[config.mk]
export PLATFORM = sky130hd
export DESIGN_NAME = screen_switch_and_notify
export DESIGN_NICKNAME = d
export VERILOG_FILES = /design/src/screen_switch_pkg.sv /design/src/screen_table_mem.sv /design/src/screen_switch_and_notify.sv
export VERILOG_INCLUDE_DIRS = /design/src
export SDC_FILE = /design/constraint.sdc
export NUM_CORES = 1
export LEC_CHECK = 0
export ABC_CLOCK_PERIOD_IN_PS = 3100
export BUFFER_PORTS_ARGS = -buffer_cell sky130_fd_sc_hd__clkbuf_2
export CORE_ASPECT_RATIO = 1.5
export CORE_MARGIN = 1
export CORE_UTILIZATION = 40
export CTS_BUF_LIST = sky130_fd_sc_hd__clkbuf_4
export DETAILED_ROUTE_END_ITERATION = 8
export SLEW_MARGIN = 20
export SYNTH_ARGS = -nofsm -noshare
export SYNTH_HDL_FRONTEND = slang
export SYNTH_SLANG_ARGS = --single-unit
[constraint.sdc]
create_clock -name pclk -period 3.1 [get_ports pclk]
set_clock_uncertainty 0.05 [all_clocks]
set_input_delay 0.465 -clock pclk [delete_from_list [all_inputs] [get_ports pclk]]
set_output_delay 0.465 -clock pclk [all_outputs]
set_load 0.02 [all_outputs]
[src/screen_switch_defs.svh]
// Constants of the screen switch and notify block: offsets, field positions,
// reset values and reserved screen numbers.
// Assumes it is included by its bare name by the package and the modules.
`ifndef SCREEN_SWITCH_DEFS_SVH
`define SCREEN_SWITCH_DEFS_SVH

// ==========================================================================
// Table geometry
`define SS_ENTRIES         8
`define SS_IDX_W           3

// ==========================================================================
// Register byte offsets
`define SS_OFF_CTRL        12'h000
`define SS_OFF_STATUS      12'h004
`define SS_OFF_CURRENT     12'h008
`define SS_OFF_ENABLE      12'h00C
`define SS_OFF_INPUTS      12'h010
`define SS_OFF_TABLE       12'h040

// ==========================================================================
// Field positions
`define SS_CTRL_POLL_BIT   0
`define SS_STAT_STROBE_BIT 0
`define SS_STAT_BCDERR_BIT 1
`define SS_STAT_BUSY_BIT   2

// ==========================================================================
// Reset values
`define SS_RST_POLL        1'b0
`define SS_RST_ENABLE      8'h00
`define SS_RST_SCREEN      16'h0000

// ==========================================================================
// Reserved screen numbers in BCD
`define SS_SCR_HIST_OCC    16'h1997
`define SS_SCR_HIST_FREQ   16'h1998
`define SS_SCR_HOST        16'h1999

`endif

[src/screen_switch_pkg.sv]
// Types shared by the screen switch and notify block.
// Assumes the constants header is on the include path.
`include "screen_switch_defs.svh"

package screen_switch_pkg;

    // ======================================================================
    // Polling state machine, one-hot.
    typedef enum logic [2:0] {
        ST_SNAP  = 3'b001,
        ST_FETCH = 3'b010,
        ST_APPLY = 3'b100
    } poll_state_e;

    // ======================================================================
    // What kind of screen is on display.
    typedef enum logic [1:0] {
        VIEW_NORMAL    = 2'b00,
        VIEW_HIST_OCC  = 2'b01,
        VIEW_HIST_FREQ = 2'b10,
        VIEW_HOST      = 2'b11
    } view_e;

    typedef logic [15:0] bcd_word_t;
    typedef logic [31:0] entry_t;
    typedef logic [`SS_IDX_W-1:0] idx_t;

endpackage

[src/screen_table_mem.sv]
// Bit memory table store: one word per entry, screen number low half,
// parent screen number high half.
// Assumes one clock; both read ports return data one edge after the address.
`timescale 1ns/1ps
`include "screen_switch_defs.svh"

module screen_table_mem
    import screen_switch_pkg::*;
(
    input  wire logic   pclk,
    input  wire logic   presetn,
    input  wire logic   wr_en,
    input  wire idx_t   wr_idx,
    input  wire entry_t wr_data,
    input  wire idx_t   rd_a_idx,
    output entry_t      rd_a_data,
    input  wire idx_t   rd_b_idx,
    output entry_t      rd_b_data
);

    entry_t mem [`SS_ENTRIES];
    entry_t rd_a_q;
    entry_t rd_b_q;

    // ======================================================================
    // Storage has no reset; software must load an entry before enabling it.
    always_ff @(posedge pclk) begin
        if (wr_en) begin
            mem[wr_idx] <= wr_data;
        end
    end

    // ======================================================================
    // Registered read ports, one for the bus and one for the poller.
    always_ff @(posedge pclk or negedge presetn) begin
        if (!presetn) begin
            rd_a_q <= '0;
            rd_b_q <= '0;
        end else begin
            rd_a_q <= mem[rd_a_idx];
            rd_b_q <= mem[rd_b_idx];
        end
    end

    assign rd_a_data = rd_a_q;
    assign rd_b_data = rd_b_q;

endmodule

[src/screen_switch_and_notify.sv]
// Screen switch and notify logic of the operator terminal, APB slave.
// Assumes switch_bits and notify_ack come from the controller's memory
// image outside the pclk domain, so each is synchronised first.
//
// What this block does
// - Keep polling every enabled switch bit, whatever screen is displayed.
// - On a 0 to 1 switch bit, display that entry's registered screen; of several rising in one pass, only the lowest entry's.
// - A 1 to 0 switch bit leaves the displayed screen unchanged.
// - Screens 1997, 1998, 1999 select occurrence history, frequency history, host.
// - After a change, write current-screen word and set the change strobe.
// - Clear the change strobe once delivery to the controller is acknowledged.
// - Screen numbers are four BCD digits in one word.
// - For continuous or overlapping screens, report the parent screen number.
`timescale 1ns/1ps
`include "screen_switch_defs.svh"

module screen_switch_and_notify
    import screen_switch_pkg::*;
(
    input  wire logic        pclk,
    input  wire logic        presetn,
    input  wire logic        psel,
    input  wire logic        penable,
    input  wire logic        pwrite,
    input  wire logic [11:0] paddr,
    input  wire logic [31:0] pwdata,
    output logic      [31:0] prdata,
    output logic             pready,
    output logic             pslverr,
    input  wire logic [7:0]  switch_bits,
    input  wire logic        notify_ack,
    output logic      [15:0] displayed_screen,
    output logic      [1:0]  special_view,
    output logic      [15:0] notify_screen,
    output logic             notify_strobe
);

    // ======================================================================
    // Declarations
    logic        [7:0]  sw_s1_q;
    logic        [7:0]  sw_s2_q;
    logic        [7:0]  sw_prev_q;
    logic               ack_s1_q;
    logic               ack_s2_q;
    logic               ack_prev_q;
    logic               poll_en_q;
    logic        [7:0]  entry_en_q;
    logic               bcd_err_q;
    poll_state_e        state_q;
    idx_t               idx_q;
    bcd_word_t          disp_q;
    view_e              view_q;
    bcd_word_t          notif_q;
    logic               strobe_q;
    logic        [31:0] prdata_q;
    logic               pready_q;
    logic               pslverr_q;
    logic        [7:0]  rise_vec;
    entry_t             rd_a_data;
    entry_t             rd_b_data;

    // ======================================================================
    // Helpers
    function automatic idx_t lowest(input logic [7:0] v);
        idx_t r;
        r = '0;
        for (int i = 7; i >= 0; i--) begin
            if (v[i]) begin
                r = idx_t'(i);
            end
        end
        return r;
    endfunction

    function automatic logic bcd_ok(input bcd_word_t w);
        return (w[3:0] <= 4'h9) && (w[7:4] <= 4'h9) &&
               (w[11:8] <= 4'h9) && (w[15:12] <= 4'h9);
    endfunction

    // ======================================================================
    // Bus decode. Every transfer takes one wait state, so reads of the
    // table can come from the registered memory port.
    wire        access     = psel & penable;
    wire        aligned    = (paddr[1:0] == 2'b00);
    wire        hit_ctrl   = aligned & (paddr == `SS_OFF_CTRL);
    wire        hit_status = aligned & (paddr == `SS_OFF_STATUS);
    wire        hit_cur    = aligned & (paddr == `SS_OFF_CURRENT);
    wire        hit_en     = aligned & (paddr == `SS_OFF_ENABLE);
    wire        hit_in     = aligned & (paddr == `SS_OFF_INPUTS);
    wire        hit_table  = aligned & (paddr[11:5] == 7'(`SS_OFF_TABLE >> 5));
    wire        hit_any    = hit_ctrl | hit_status | hit_cur | hit_en | hit_in | hit_table;
    wire        wr_fire    = access & pready_q & pwrite & hit_any;
    wire idx_t  bus_idx    = paddr[4:2];
    wire [31:0] status_word = {29'h0, (state_q != ST_SNAP), bcd_err_q, strobe_q};
    wire [31:0] rd_word    = hit_table  ? rd_a_data :
                             hit_ctrl   ? {31'h0, poll_en_q} :
                             hit_status ? status_word :
                             hit_cur    ? {16'h0, notif_q} :
                             hit_en     ? {24'h0, entry_en_q} :
                             hit_in     ? {24'h0, sw_s2_q} : 32'h0;

    // ======================================================================
    // Poller decode. A rise is seen against the value kept at the last pass.
    genvar g;
    for (g = 0; g < `SS_ENTRIES; g++) begin : g_rise
        assign rise_vec[g] = sw_s2_q[g] & ~sw_prev_q[g] & entry_en_q[g] & poll_en_q;
    end

    wire        any_rise   = |rise_vec;
    wire        ack_rise   = ack_s2_q & ~ack_prev_q;
    wire bcd_word_t e_scr  = rd_b_data[15:0];
    wire bcd_word_t e_par  = rd_b_data[31:16];
    wire        e_valid    = bcd_ok(e_scr) & bcd_ok(e_par);
    wire        apply_ok   = (state_q == ST_APPLY) & e_valid;
    wire        apply_bad  = (state_q == ST_APPLY) & ~e_valid;
    wire bcd_word_t rep_scr = (e_par != 16'h0) ? e_par : e_scr;
    wire view_e new_view   = (e_scr == `SS_SCR_HIST_OCC)  ? VIEW_HIST_OCC :
                             (e_scr == `SS_SCR_HIST_FREQ) ? VIEW_HIST_FREQ :
                             (e_scr == `SS_SCR_HOST)      ? VIEW_HOST : VIEW_NORMAL;

    screen_table_mem u_table (
        .pclk      (pclk),
        .presetn   (presetn),
        .wr_en     (wr_fire & hit_table),
        .wr_idx    (bus_idx),
        .wr_data   (pwdata),
        .rd_a_idx  (bus_idx),
        .rd_a_data (rd_a_data),
        .rd_b_idx  (idx_q),
        .rd_b_data (rd_b_data)
    );

    // ======================================================================
    // Two-flop synchronisers; only the second stage is looked at.
    always_ff @(posedge pclk or negedge presetn) begin
        if (!presetn) begin
            sw_s1_q  <= 8'h00;
            sw_s2_q  <= 8'h00;
            ack_s1_q <= 1'b0;
            ack_s2_q <= 1'b0;
        end else begin
            sw_s1_q  <= switch_bits;
            sw_s2_q  <= sw_s1_q;
            ack_s1_q <= notify_ack;
            ack_s2_q <= ack_s1_q;
        end
    end

    // ======================================================================
    // APB answer, one wait state, error on unmapped or unaligned address.
    always_ff @(posedge pclk or negedge presetn) begin
        if (!presetn) begin
            pready_q  <= 1'b0;
            pslverr_q <= 1'b0;
            prdata_q  <= 32'h0;
        end else begin
            pready_q  <= access & ~pready_q;
            pslverr_q <= access & ~pready_q & ~hit_any;
            prdata_q  <= (access & ~pready_q & ~pwrite) ? rd_word : 32'h0;
        end
    end

    // ======================================================================
    // Software control registers; bcd error clears on write one, set wins.
    always_ff @(posedge pclk or negedge presetn) begin
        if (!presetn) begin
            poll_en_q  <= `SS_RST_POLL;
            entry_en_q <= `SS_RST_ENABLE;
            bcd_err_q  <= 1'b0;
        end else begin
            if (wr_fire & hit_ctrl) begin
                poll_en_q <= pwdata[`SS_CTRL_POLL_BIT];
            end
            if (wr_fire & hit_en) begin
                entry_en_q <= pwdata[7:0];
            end
            if (apply_bad) begin
                bcd_err_q <= 1'b1;
            end else if (wr_fire & hit_status & pwdata[`SS_STAT_BCDERR_BIT]) begin
                bcd_err_q <= 1'b0;
            end
        end
    end

    // ======================================================================
    // Poller. The pass snapshot runs at least every third cycle and reads every
    // entry at once, so a long table costs no latency. Edges from the same pass above
    // the chosen entry are dropped on purpose.
    always_ff @(posedge pclk or negedge presetn) begin
        if (!presetn) begin
            state_q   <= ST_SNAP;
            idx_q     <= '0;
            sw_prev_q <= 8'h00;
        end else begin
            case (state_q)
                ST_SNAP: begin
                    sw_prev_q <= sw_s2_q;
                    idx_q     <= lowest(rise_vec);
                    state_q   <= any_rise ? ST_FETCH : ST_SNAP;
                end
                ST_FETCH: begin
                    state_q <= ST_APPLY;
                end
                ST_APPLY: begin
                    state_q <= ST_SNAP;
                end
                default: begin
                    state_q <= ST_SNAP;
                end
            endcase
        end
    end

    // ======================================================================
    // Display and notify words. A new change wins over an acknowledge.
    always_ff @(posedge pclk or negedge presetn) begin
        if (!presetn) begin
            disp_q     <= `SS_RST_SCREEN;
            view_q     <= VIEW_NORMAL;
            notif_q    <= `SS_RST_SCREEN;
            strobe_q   <= 1'b0;
            ack_prev_q <= 1'b0;
        end else begin
            ack_prev_q <= ack_s2_q;
            if (apply_ok) begin
                disp_q   <= e_scr;
                view_q   <= new_view;
                notif_q  <= rep_scr;
                strobe_q <= 1'b1;
            end else if (ack_rise) begin
                strobe_q <= 1'b0;
            end
        end
    end

    assign prdata           = prdata_q;
    assign pready           = pready_q;
    assign pslverr          = pslverr_q;
    assign displayed_screen = disp_q;
    assign special_view     = view_q;
    assign notify_screen    = notif_q;
    assign notify_strobe    = strobe_q;
endmodule

==> results.md, run 1 <==
* Status: finished clean
* Final Util at around 48%
* Commonest non-fill, non-tap cell in the layout: edfxtp_1
* Syn Nets at about 1000
* Met1 global-route usage at roughly 22%
* CTS Buffer Depth at 3
* CP max stage cell: a311oi_4
* Num ports at between 100 and 150
* Cell area after synthesis at 17900 sq um
* IR drop worst, VDD at slightly above 0.2 mV
* Slew margin rel. at between 40% and 50%
* Fin. Hold Viols at 0
* FP Rows at 94
* Routed vias at around 10000
* Switching Share at between 20% and 30%
* Psw at between 2 and 2.5 mW
* Post-DP HPWL at 27700 um
* DRC viols at 0
* Area leader, netlist: edfxtp_1
* LEAKAGE at 7.90 nW
* WP data arrival at about 2.8 ns
* Sink Count at ~430
* EDFF count, synth at between 200 and 300
* Grt met3 use at around 3.9%
* Top post-synthesis cells by area: edfxtp_1, dfrtp_1, mux4_2
* Measured slew at the worst slew-check pin at between 0.7 and 0.8 ns
* Most common flop cell mapped by yosys: edfxtp_1
* Type of the worst setup path: reg -> reg
* Die X at roughly 170 um
* Layout area overhead at 18.8%
* First-pass GRT wire length at around 66000 um
* Period utilization at between 70% and 80%
* RSZ-0062 raised after global routing: no
* Clk Latency, worst-skew pair at between 0.8 and 0.9 ns
* Worst setup EP type: flip-flop
* Max Cap Viol at 0
* Post-route worst setup slack at 0.704 ns
* Final #Nets at 1267
* Final setup violation count at 0
* Initial antenna violation count at 4
* Post-route ant nets at 0
* Slew Limit Fails at 0
* Hold WC Path Type: in -> async
* Post-synth top area share at between 40% and 50%
* CP max FO at 29
* CTS tree: built
* Vias/cell at between 5 and 6
* Gr busiest metal: met2
* DRT iter0 DRCs at 559
* Startpoint types: flip-flop
* Routed Wire Length at between 40000 and 50000 um
* Synthesized flop and latch total at roughly 430
* Die area at 45600 sq um
* Fill count at about 3800
* Post-Synthesis Cells at approximately 960
* Max incr delay on CP at 0.45 ns
* Ys Warns at 0
* Worst-path clk slew at 0.07 ns
* Die height at around 260 um
* Max H-tree Level at 3
* Met2 Use GR at between 30% and 40%
* Initial core utilization at a little over 40%
* I/O Buffers at approximately 130
* Crit path cell chain: nand4_1, a311oi_4, nand3b_1, nor2_4, buf_12
* Internal power at ~8.8 mW
* Synth unique cells at 60
* Setup WS pre-CTS at 0.193 ns
* Achievable Freq at 417 MHz
* Number of iterations in the first detailed-routing pass at 5
* Clock power frac at 41.1%
* Global Route Usage Sum at 19.6%
* Gpl congestion at approximately 0.84
* Number of global-route vias before repair at between 10000 and 15000
* Required time of the critical path at about 3.5 ns
* Grt ovf at 0
* Root buffer cell: clkbuf_4
* Post-CTS Setup Bufs at 0
* Share of cells above drive strength 1 at 43.8%
* Sequential power share at 55.0%
* Fin crit period at roughly 2.4 ns
* Seq/Total Area, Yosys at between 60% and 70%
* Largest net degree at the start of global routing at 59
* Drt wl/cell at 23.0 um
* Comb pwr share at approximately 3.9%
* Syn Area/Cell at around 19 sq um
* Async SR Flop Fraction at approximately two fifths
* Most frequent cells in the layout: edfxtp_1, dfrtp_1, clkbuf_4
* CTS Buf Count at slightly below 100
* Core area at ~44000 sq um
* Pwr per Cell Area at approximately 530 nW/um^2
path summary, 6_finish.rpt:
path	start	endpoint	slack (ns)	depth (start not counted)
max	pready	u_table.mem[1][11]	0.70	5
min	presetn	u_table.rd_a_data[29]	0.15	2
max reg2reg	pready	u_table.mem[1][11]	0.70	5
min reg2reg	sw_s1_q[0]	sw_s2_q[0]	0.30	0
max in group asynchronous	presetn	u_table.rd_b_data[18]	1.93	3
min in group pclk	paddr[7]	pslverr	0.15	3
cell families (layout without fill, tap and decap cells):
group                  count (synthesis)  count (layout)  share of synthesized area [%]
other                                  0               5                              0
AO/OA/AOI/OAI                         80              80                           3.04
flip-flops                           432             432                           67.6
multiplexers                         235             235                           22.7
buffers and inverters                 75             400                           1.76
AND/OR/NAND/NOR                      142             142                           4.85
metal layers:
layer	routed length [um]	up-vias
met5	0	-
met4	1150	0
met3	1810	73
met2	23400	281
met1	16600	5261
li1	-	4416
worst max-delay path: cells and delay by family (launching register included):
kind,cells,cell delay [ns]
buffers and inverters,1,0.27
DFF,1,0.38
and+or+nand+nor,3,0.90
AOI/OAI and AO/OA,1,0.45
power groups by stage:
stage	clock (mW)	sequential (mW)	combinational (mW)
2_1_floorplan	0	6.29	0.197
3_3_place_gp	0	6.29	0.399
3_5_place_dp	0	6.29	0.404
4_1_cts	4.76	6.17	0.451
5_1_grt	5.01	6.17	0.482
6_report	4.61	6.17	0.439
final cells by class:
cell class | instances | area, sq um | share of cell area [%]
flip-flops and latches | 432 | 12100 | 56.9
multi-input cells | 457 | 5560 | 26.1
repair buffers | 201 | 1470 | 6.91
clock buffers | 154 | 1160 | 5.44
well taps | 576 | 721 | 3.39
clock inverters | 25 | 163 | 0.765
inverters | 20 | 75.1 | 0.353
diodes | 5 | 12.5 | 0.0589
Yosys cell counts (5+ instances only):
cell	instances
nand2b_1	6
mux4_2	128
and2_1	18
nand4b_1	5
dfrtp_1	175
a22oi_1	14
nand4_1	5
and4b_1	6
nor4_1	5
o21ai_0	17
a32oi_1	8
nand2_1	34
mux2_2	90
clkbuf_1	28
buf_1	8
nor2_1	28
mux2i_1	17
a21oi_1	19
inv_1	20
edfxtp_1	256
buf_2	17
registers in the layout, indices dropped and copies added (netlist names):
name / flops
pslverr: 1
notify_screen: 16
u_table.rd_a_data: 32
ack_s2_q: 1
pready: 1
poll_en_q: 1
entry_en_q: 8
idx_q: 3
sw_s2_q: 8
prdata: 32
state_q: 3
sw_s1_q: 8
special_view: 2
notify_strobe: 1
sw_prev_q: 8
u_table.rd_b_data: 32
bcd_err_q: 1
ack_s1_q: 1
ack_prev_q: 1
displayed_screen: 16
u_table.mem: 256
metrics by stage:
| step | power (mW) | hold slack (ns) | cell area, sq um | TNS [ns] | instances |
|---|---|---|---|---|---|
| floorplan | 6.48 | 0.119 | 17900 | -62.35 | 964 |
| global placement | 6.69 | 0.284 | 19500 | 0 | 1642 |
| detailed placement | 6.70 | 0.285 | 19500 | 0 | 1642 |
| CTS | 11.4 | 0.0690 | 21200 | 0 | 1865 |
| global route | 11.7 | 0.134 | 21200 | 0 | 1869 |
| finish | 11.2 | 0.149 | 21200 | 0 | 1870 |
repair_timing:
action | 4_1_cts | 5_1_grt
gates resized for setup | 0 | 0
endpoints found under the hold margin | 378 | 0
hold buffers | 44 | 0
No activity file was read; power rests on OpenSTA's default activity.
==> run 2: changes to the inputs <==
--- a/config.mk
+++ b/config.mk
@@ -6,7 +6,7 @@
 export SDC_FILE = /design/constraint.sdc
 export NUM_CORES = 1
 export LEC_CHECK = 0
-export ABC_CLOCK_PERIOD_IN_PS = 3100
+export ABC_CLOCK_PERIOD_IN_PS = 2400
 export BUFFER_PORTS_ARGS = -buffer_cell sky130_fd_sc_hd__clkbuf_2
 export CORE_ASPECT_RATIO = 1.5
 export CORE_MARGIN = 1
==> constraint.sdc (replaced) <==
create_clock -name pclk -period 2.4 [get_ports pclk]
set_clock_uncertainty 0.05 [all_clocks]
set_input_delay 0.36 -clock pclk [delete_from_list [all_inputs] [get_ports pclk]]
set_output_delay 0.36 -clock pclk [all_outputs]
set_load 0.02 [all_outputs]
==> run 2 against run 1 <==
  * Sequential share of layout area shrank 1.2 points
  * Routed wire length grew 3.7%
  * Total power grew 31%
  * Clock power grew 33%
  * Die area is the same
  * Non-clock buffer count grew 30
  * Clock-buffer cell count shrank 14
  * Via count grew 1.7%
  * Fmax grew 12%
==> results.md, run 2 (synthesized netlist as in run 1, its figures left out) <==
* Startpoint types: flip-flop
* Required time of the critical path at 2.83 ns (-0.67 ns)
* DP Area at 19800 sq um (+1.9%)
* R2R Path Start: pready
* Vias/cell at 5.34 (-0.50%)
* Most frequent cells in the layout: edfxtp_1, dfrtp_1, clkbuf_4
* FP Rows at 94 (unchanged)
* CTS Buffer Depth at 3 (unchanged)
* CTS tree: built
* Max Cap Viol at 0 (unchanged)
* Clk Latency, worst-skew pair at 0.82 ns (about the same)
* Routed Wire Length at 44600 um (+3.7%)
* Sink Count at 432 (unchanged)
* Initial antenna violation count at 2 (-2)
* Die X at 175 um (unchanged)
* Slew Limit Fails at 0 (unchanged)
* Post_cts resized at 0 (unchanged)
* CP max FO at 12 (-59%)
* Final setup violation count at 0 (unchanged)
* Initial core utilization at 40.7% (unchanged)
* Period utilization at 89.1% (+12 points)
* Achievable Freq at 468 MHz (+12%)
* Footprint of the multi-input gates at 5560 sq um (+0.14%)
* CTS Buf Count at 102 (+5.2%)
* Number of global-route vias before repair at 11070 (+0.42%)
* Drt wl/cell at 23.3 um (+1.5%)
* Fin crit period at 2.14 ns (-0.258 ns)
* Top reg by flops: u_table.mem
* Measured slew at the worst slew-check pin at 0.612 ns (-0.155 ns)
* Post-route ant nets at 0 (unchanged)
* Root buffer cell: clkbuf_4
* Post-route cell area at 21700 sq um (+2.1%)
* LEAKAGE at 8.11 nW (+2.7%)
* Global Route Usage Sum at 20.2% (+0.56 points)
* Slew margin rel. at 59.2% (+10 points)
* Worst Hold Margin at 0.0674 ns (-0.0817 ns)
* DRT iter0 DRCs at 597 (+6.8%)
* Num ports at 127 (unchanged)
* Worst setup EP type: flip-flop
* CP startpoint: pready
* Number of iterations in the first detailed-routing pass at 5 (unchanged)
* First-pass GRT wire length at 67500 um (+2.7%)
* IR drop worst, VDD at 0.251 mV (+22%)
* Max reg flops at 256 (unchanged)
* Status: finished clean
* Hold WC Path Type: in -> async
* Pwr per Cell Area at 677 nW/um^2 (+28%)
* DRC viols at 0 (unchanged)
* I/O Buffers at 126 (unchanged)
* WP data arrival at 2.57 ns (-0.23 ns)
* Post-CTS Setup Bufs at 0 (unchanged)
* Commonest non-fill, non-tap cell in the layout: edfxtp_1
* Die height at 261 um (unchanged)
* Grt ovf at 0 (unchanged)
* Max H-tree Level at 3 (unchanged)
* Fill count at 3759 (-0.080%)
* Layout area overhead at 21.3%
* Type of the worst setup path: reg -> reg
* Fin. Hold Viols at 0 (unchanged)
* FF/Latch Area at 12100 sq um (unchanged)
* Share of cells above drive strength 1 at 44.3% (+0.43 points)
* Core area at 44000 sq um (unchanged)
* Largest net degree at the start of global routing at 63 (+6.8%)
* RSZ-0062 raised after global routing: no
* Post-DP HPWL at 30300 um (+9.6%)
* Final #Nets at 1302 (+2.8%)
* Routed vias at 10200 (+1.7%)
* Die area at 45600 sq um (unchanged)
* Worst-path clk slew at 0.07 ns (about the same)
* Gpl congestion at 0.890 (+5.4%)
* Tot Pwr at 14.7 mW (+31%)
[run 2: cell types whose count changed in the layout (fill, tap and decap cells not counted), moves of 2 or more]
cell           delta
clkinv_1         +17
inv_2             -2
clkinv_2         +12
clkbuf_4         -14
dlygate4sd3_1     +3
diode_2           -3
bufinv_16         +2
buf_4            +15
buf_12           +12
[run 2: power by group]
| group | switching [mW] | internal, mW |
|---|---|---|
| clock network | 2.93 | 3.18 |
| registers | 0.0283 | 7.94 |
| logic | 0.338 | 0.265 |
[run 2: stage by stage]
step / worst slack (ns) / setup TNS, ns / cells / utilization [%]
3_5_place_dp: 0.0384 / 0 / 1669 / 45.1
6_report: 0.263 / 0 / 1911 / 49.3
5_1_grt: 0.141 / 0 / 1910 / 49.3
3_3_place_gp: 0.0341 / 0 / 1669 / 45.1
4_1_cts: 0.244 / 0 / 1909 / 49.3
2_1_floorplan: -0.194 / -45.77 / 964 / -
[run 2: worst paths after layout]
| path | slack (ns) | cells after the start | to |
|---|---|---|---|
| max | 0.26 | 6 | u_table.mem[0][19] |
| min | 0.07 | 2 | u_table.rd_a_data[31] |
| max reg2reg | 0.26 | 6 | u_table.mem[0][19] |
| min reg2reg | 0.29 | 0 | sw_s2_q[6] |
| max in group asynchronous | 1.58 | 3 | notify_screen[0] |
| min in group pclk | 0.11 | 5 | prdata[1] |
[run 2: cell type report]
| type | count | area share (%) |
|---|---|---|
| Tap cell | 576 | 3.32 |
| Antenna cell | 2 | 0.0231 |
| Clock inverter | 53 | 1.52 |
| Sequential cell | 432 | 55.8 |
| Inverter | 20 | 0.346 |
| Multi-Input combinational cell | 457 | 25.6 |
| Clock buffer | 140 | 4.84 |
| Timing Repair Buffer | 231 | 8.53 |
[run 2: timing repair]
item                                    in CTS  in global routing
endpoints found under the setup margin       0                  0
endpoints found under the hold margin      453                  0
hold buffers                                47                  0
[run 2: worst max-delay path, cell delays in order (launching register included)]
cell	delay [ns]
dfrtp_1	0.39
nand4_1	0.21
a311oi_4	0.40
nand3b_1	0.13
buf_4	0.19
nor2_4	0.24
buf_12	0.19
[run 2: routing by layer]
layer | vias to the layer above | global-route usage (%) | share of wire [%] | wire length [um]
met5 | - | 0 | 0 | 0
met4 | 0 | 8.67 | 2.9 | 1310
met3 | 78 | 3.50 | 4.2 | 1880
met2 | 311 | 36.3 | 54 | 24000
met1 | 5317 | 23.7 | 39 | 17400
li1 | 4494 | - | - | -
==> run 3: changes to the inputs <==
--- a/config.mk
+++ b/config.mk
@@ -16,4 +16,5 @@
 export SLEW_MARGIN = 20
 export SYNTH_ARGS = -nofsm -noshare
 export SYNTH_HDL_FRONTEND = slang
+export SYNTH_HIERARCHICAL = 1
 export SYNTH_SLANG_ARGS = --single-unit
==> run 3 against run 2 <==
  * Worst hold slack better by 0.012 ns
  * Register-to-register slack worse by 0.06 ns
  * Synthesized area is 2.0% higher
  * Flip-flop and latch count stayed put
  * Critical endpoint is now u_table/mem[0][24]
  * Fmax is 3.7% lower
  * Critical path type is now in -> reg
==> results.md, run 3 <==
* Status: finished clean
* Synthesized flop and latch total at 432 (unchanged)
* CP max FO at 24 (+12)
* Max Cap Viol at 0 (unchanged)
* Most frequent cells in the layout: edfxtp_1, dfrtp_1, clkbuf_4
* Initial core utilization at 40.6% (-0.057 points)
* Hold Crit Depth at 5
* Final setup violation count at 0 (unchanged)
* Hold Crit Endpoint: pslverr
* Sink Count at 432 (unchanged)
* Type of the worst setup path: in -> reg
* Max reg flops at 256 (unchanged)
* Slew margin rel. at 67.4% (+8.2 points)
* LEAKAGE at 8.47 nW (+4.4%)
* Pwr per Cell Area at 664 nW/um^2 (-1.8%)
* Hold WC Path Type: in -> reg
* Routed Wire Length at 44300 um (-0.68%)
* RSZ-0062 raised after global routing: no
* Measured slew at the worst slew-check pin at 0.487 ns (-0.124 ns)
* DP Area at 20100 sq um (+1.6%)
* Num ports at 127 (unchanged)
* Post-Place Cells at 1682 (+0.78%)
* Post-route ant nets at 0 (unchanged)
* WP data arrival at 2.62 ns (+0.05 ns)
* CP startpoint: paddr[1]
* Post-DP HPWL at 29800 um (-1.8%)
* Vias/cell at 5.37 (+0.52%)
* Required time of the critical path at 2.80 ns (-0.03 ns)
* First-pass GRT wire length at 66900 um (-0.90%)
* Non-filler instance count after layout at 1915 (+0.21%)
* DRC viols at 0 (unchanged)
* Root buffer cell: clkbuf_4
* Ys Warns at 6 (+6)
* Share of cells above drive strength 1 at 38.9% (-5.4 points)
* Cell area after synthesis at 18200 sq um (+2.0%)
* EDFF count, synth at 256 (unchanged)
* RR Endpoint: u_table/mem[0][24]
* Post_cts resized at 0 (unchanged)
* FP Rows at 95 (+1.1%)
* Die X at 176 um (+0.98%)
* Tot Pwr at 14.6 mW (-0.36%)
* Async SR Flop Fraction at 40.7% (unchanged)
* Most common flop cell mapped by yosys: edfxtp_1
* Die area at 46500 sq um (+2.0%)
* Worst Hold Margin at 0.0792 ns (+0.0119 ns)
* Fin. Hold Viols at 0 (unchanged)
* Global Route Usage Sum at 19.7% (-0.53 points)
* Initial antenna violation count at 2 (unchanged)
* Grt ovf at 0 (unchanged)
* R2R cell count at 6 (unchanged)
* Clk Latency, worst-skew pair at 0.78 ns (-0.04 ns)
* Core area at 44900 sq um (+2.1%)
* Layout area overhead at 20.7%
* Top reg by flops: u_table/mem
* Synth unique cells at 56 (-6.7%)
* Syn Nets at 1020 (-0.20%)
* Post-synth top area share at 42.1% (-0.84 points)
* Routed vias at 10274 (+0.73%)
* Fin crit period at 2.22 ns (+0.0820 ns)
* CTS Buffer Depth at 3 (unchanged)
* Critical hold path startpoint: paddr[10]
* Period utilization at 92.5% (+3.4 points)
* Final #Nets at 1307 (+0.38%)
* Setup slack, reg-to-reg at 0.20 ns (-0.06 ns)
* CTS tree: built
* Commonest non-fill, non-tap cell in the layout: edfxtp_1
* Area leader, netlist: edfxtp_1
* Die height at 264 um (+0.99%)
* Post-route cell area at 22000 sq um (+1.5%)
* Worst setup EP type: flip-flop
* Most common cell in the netlist: edfxtp_1
* Gpl congestion at 0.889 (-0.19%)
* Startpoint types: input port
* Seq/Total Area, Yosys at 66.3% (-1.3 points)
* Number of global-route vias before repair at 11206 (+1.2%)
* CTS Buf Count at 98 (-3.9%)
* Top post-synthesis cells by area: edfxtp_1, dfrtp_1, mux4_1
* Syn Area/Cell at 19.0 sq um (+2.2%)
* Post-synth top cells: edfxtp_1, dfrtp_1, mux2_2
* Achievable Freq at 451 MHz (-3.7%)
* Number of iterations in the first detailed-routing pass at 5 (unchanged)
* Post-Synthesis Cells at 962 (-0.21%)
* IR drop worst, VDD at 0.285 mV (+14%)
* Post-CTS Setup Bufs at 0 (unchanged)
* Max H-tree Level at 3 (unchanged)
* Worst-path clk slew at 0.06 ns (about the same)
* Drt wl/cell at 23.1 um (-0.89%)
* I/O Buffers at 126 (unchanged)
* DRT iter0 DRCs at 605 (+1.3%)
* Largest net degree at the start of global routing at 69 (+9.5%)
* R2R Path Start: pready
* Slew Limit Fails at 0 (unchanged)
==> run 3: cell types whose count changed after synthesis, moves of 7 or more <==
cell | before | now
mux4_1 | 0 | 80
buf_2 | 17 | 6
mux4_2 | 128 | 49
a32oi_1 | 8 | 0
buf_6 | 1 | 15
clkbuf_1 | 28 | 17
buf_1 | 8 | 15
==> run 3: cell type report <==
cell class                 instances  area (sq um)
fill                            3813         22900
sequential                       432         12100
multi-input combinational        460          5860
timing repair buffer             240          1890
clock buffer                     152          1140
tap                              582           728
clock inverter                    29           221
inverter                          17          63.8
antenna                            3          7.51
==> run 3: how the worst max path moves through the flow <==
stage                                     to  cells after the start
after global routing      u_table/mem[0][28]                      6
after CTS                 u_table/mem[0][28]                      6
final                     u_table/mem[0][24]                      8
after floorplan            u_table/mem[4][0]                      5
after detailed placement  u_table/mem[0][20]                      8
after global placement    u_table/mem[0][15]                      8
==> run 3: where the power goes <==
part | total (mW) | internal (mW) | switching [mW]
Combinational | 0.592 | 0.271 | 0.320
Clock | 6.06 | 3.31 | 2.75
Sequential | 7.98 | 7.94 | 0.0315
Total | 14.6 | 11.5 | 3.10
==> run 3: through the flow <==
| stage | setup TNS [ns] | utilization [%] | setup slack [ns] |
|---|---|---|---|
| 3_3_place_gp | -0.945 | 44.8 | -0.0448 |
| 6_report | 0 | 49.0 | 0.181 |
| 2_1_floorplan | -19.84 | - | -0.352 |
| 5_1_grt | 0 | 49.0 | 0.126 |
| 4_1_cts | 0 | 49.0 | 0.184 |
| 3_5_place_dp | -1.33 | 44.8 | -0.0574 |
==> run 3: repair_timing <==
item	CTS	global route
endpoints found under the hold margin	439	0
hold buffers	49	0
endpoints found under the setup margin	0	0
==> run 3: critical path, stage by stage <==
cell and delay [ns]:
dlygate4sd3_1 0.53, clkbuf_2 0.11, or3b_2 0.51, nor4_4 0.31
buf_4 0.19, nand2b_4 0.10, nor3_4 0.23, buf_12 0.24
==> run 3: cells by family (layout without fill, tap and decap cells) <==
logic type             count (synthesis)  in the layout  synth area share [%]
buffers and inverters                 70            438                  2.10
flip-flops                           432            432                  66.3
AND/OR/NAND/NOR                      151            151                  4.90
other                                  0              3                     0
AO/OA/AOI/OAI                         69             69                  2.42
multiplexers                         240            240                  24.3
==> run 3: per-layer routing <==
metal | routed length (um) | track usage [%] | part of all wire (%)
met3 | 1790 | 3.32 | 4.0
met4 | 1300 | 8.39 | 2.9
met2 | 24400 | 36.3 | 55
met5 | 0 | 0 | 0
met1 | 16800 | 22.0 | 38
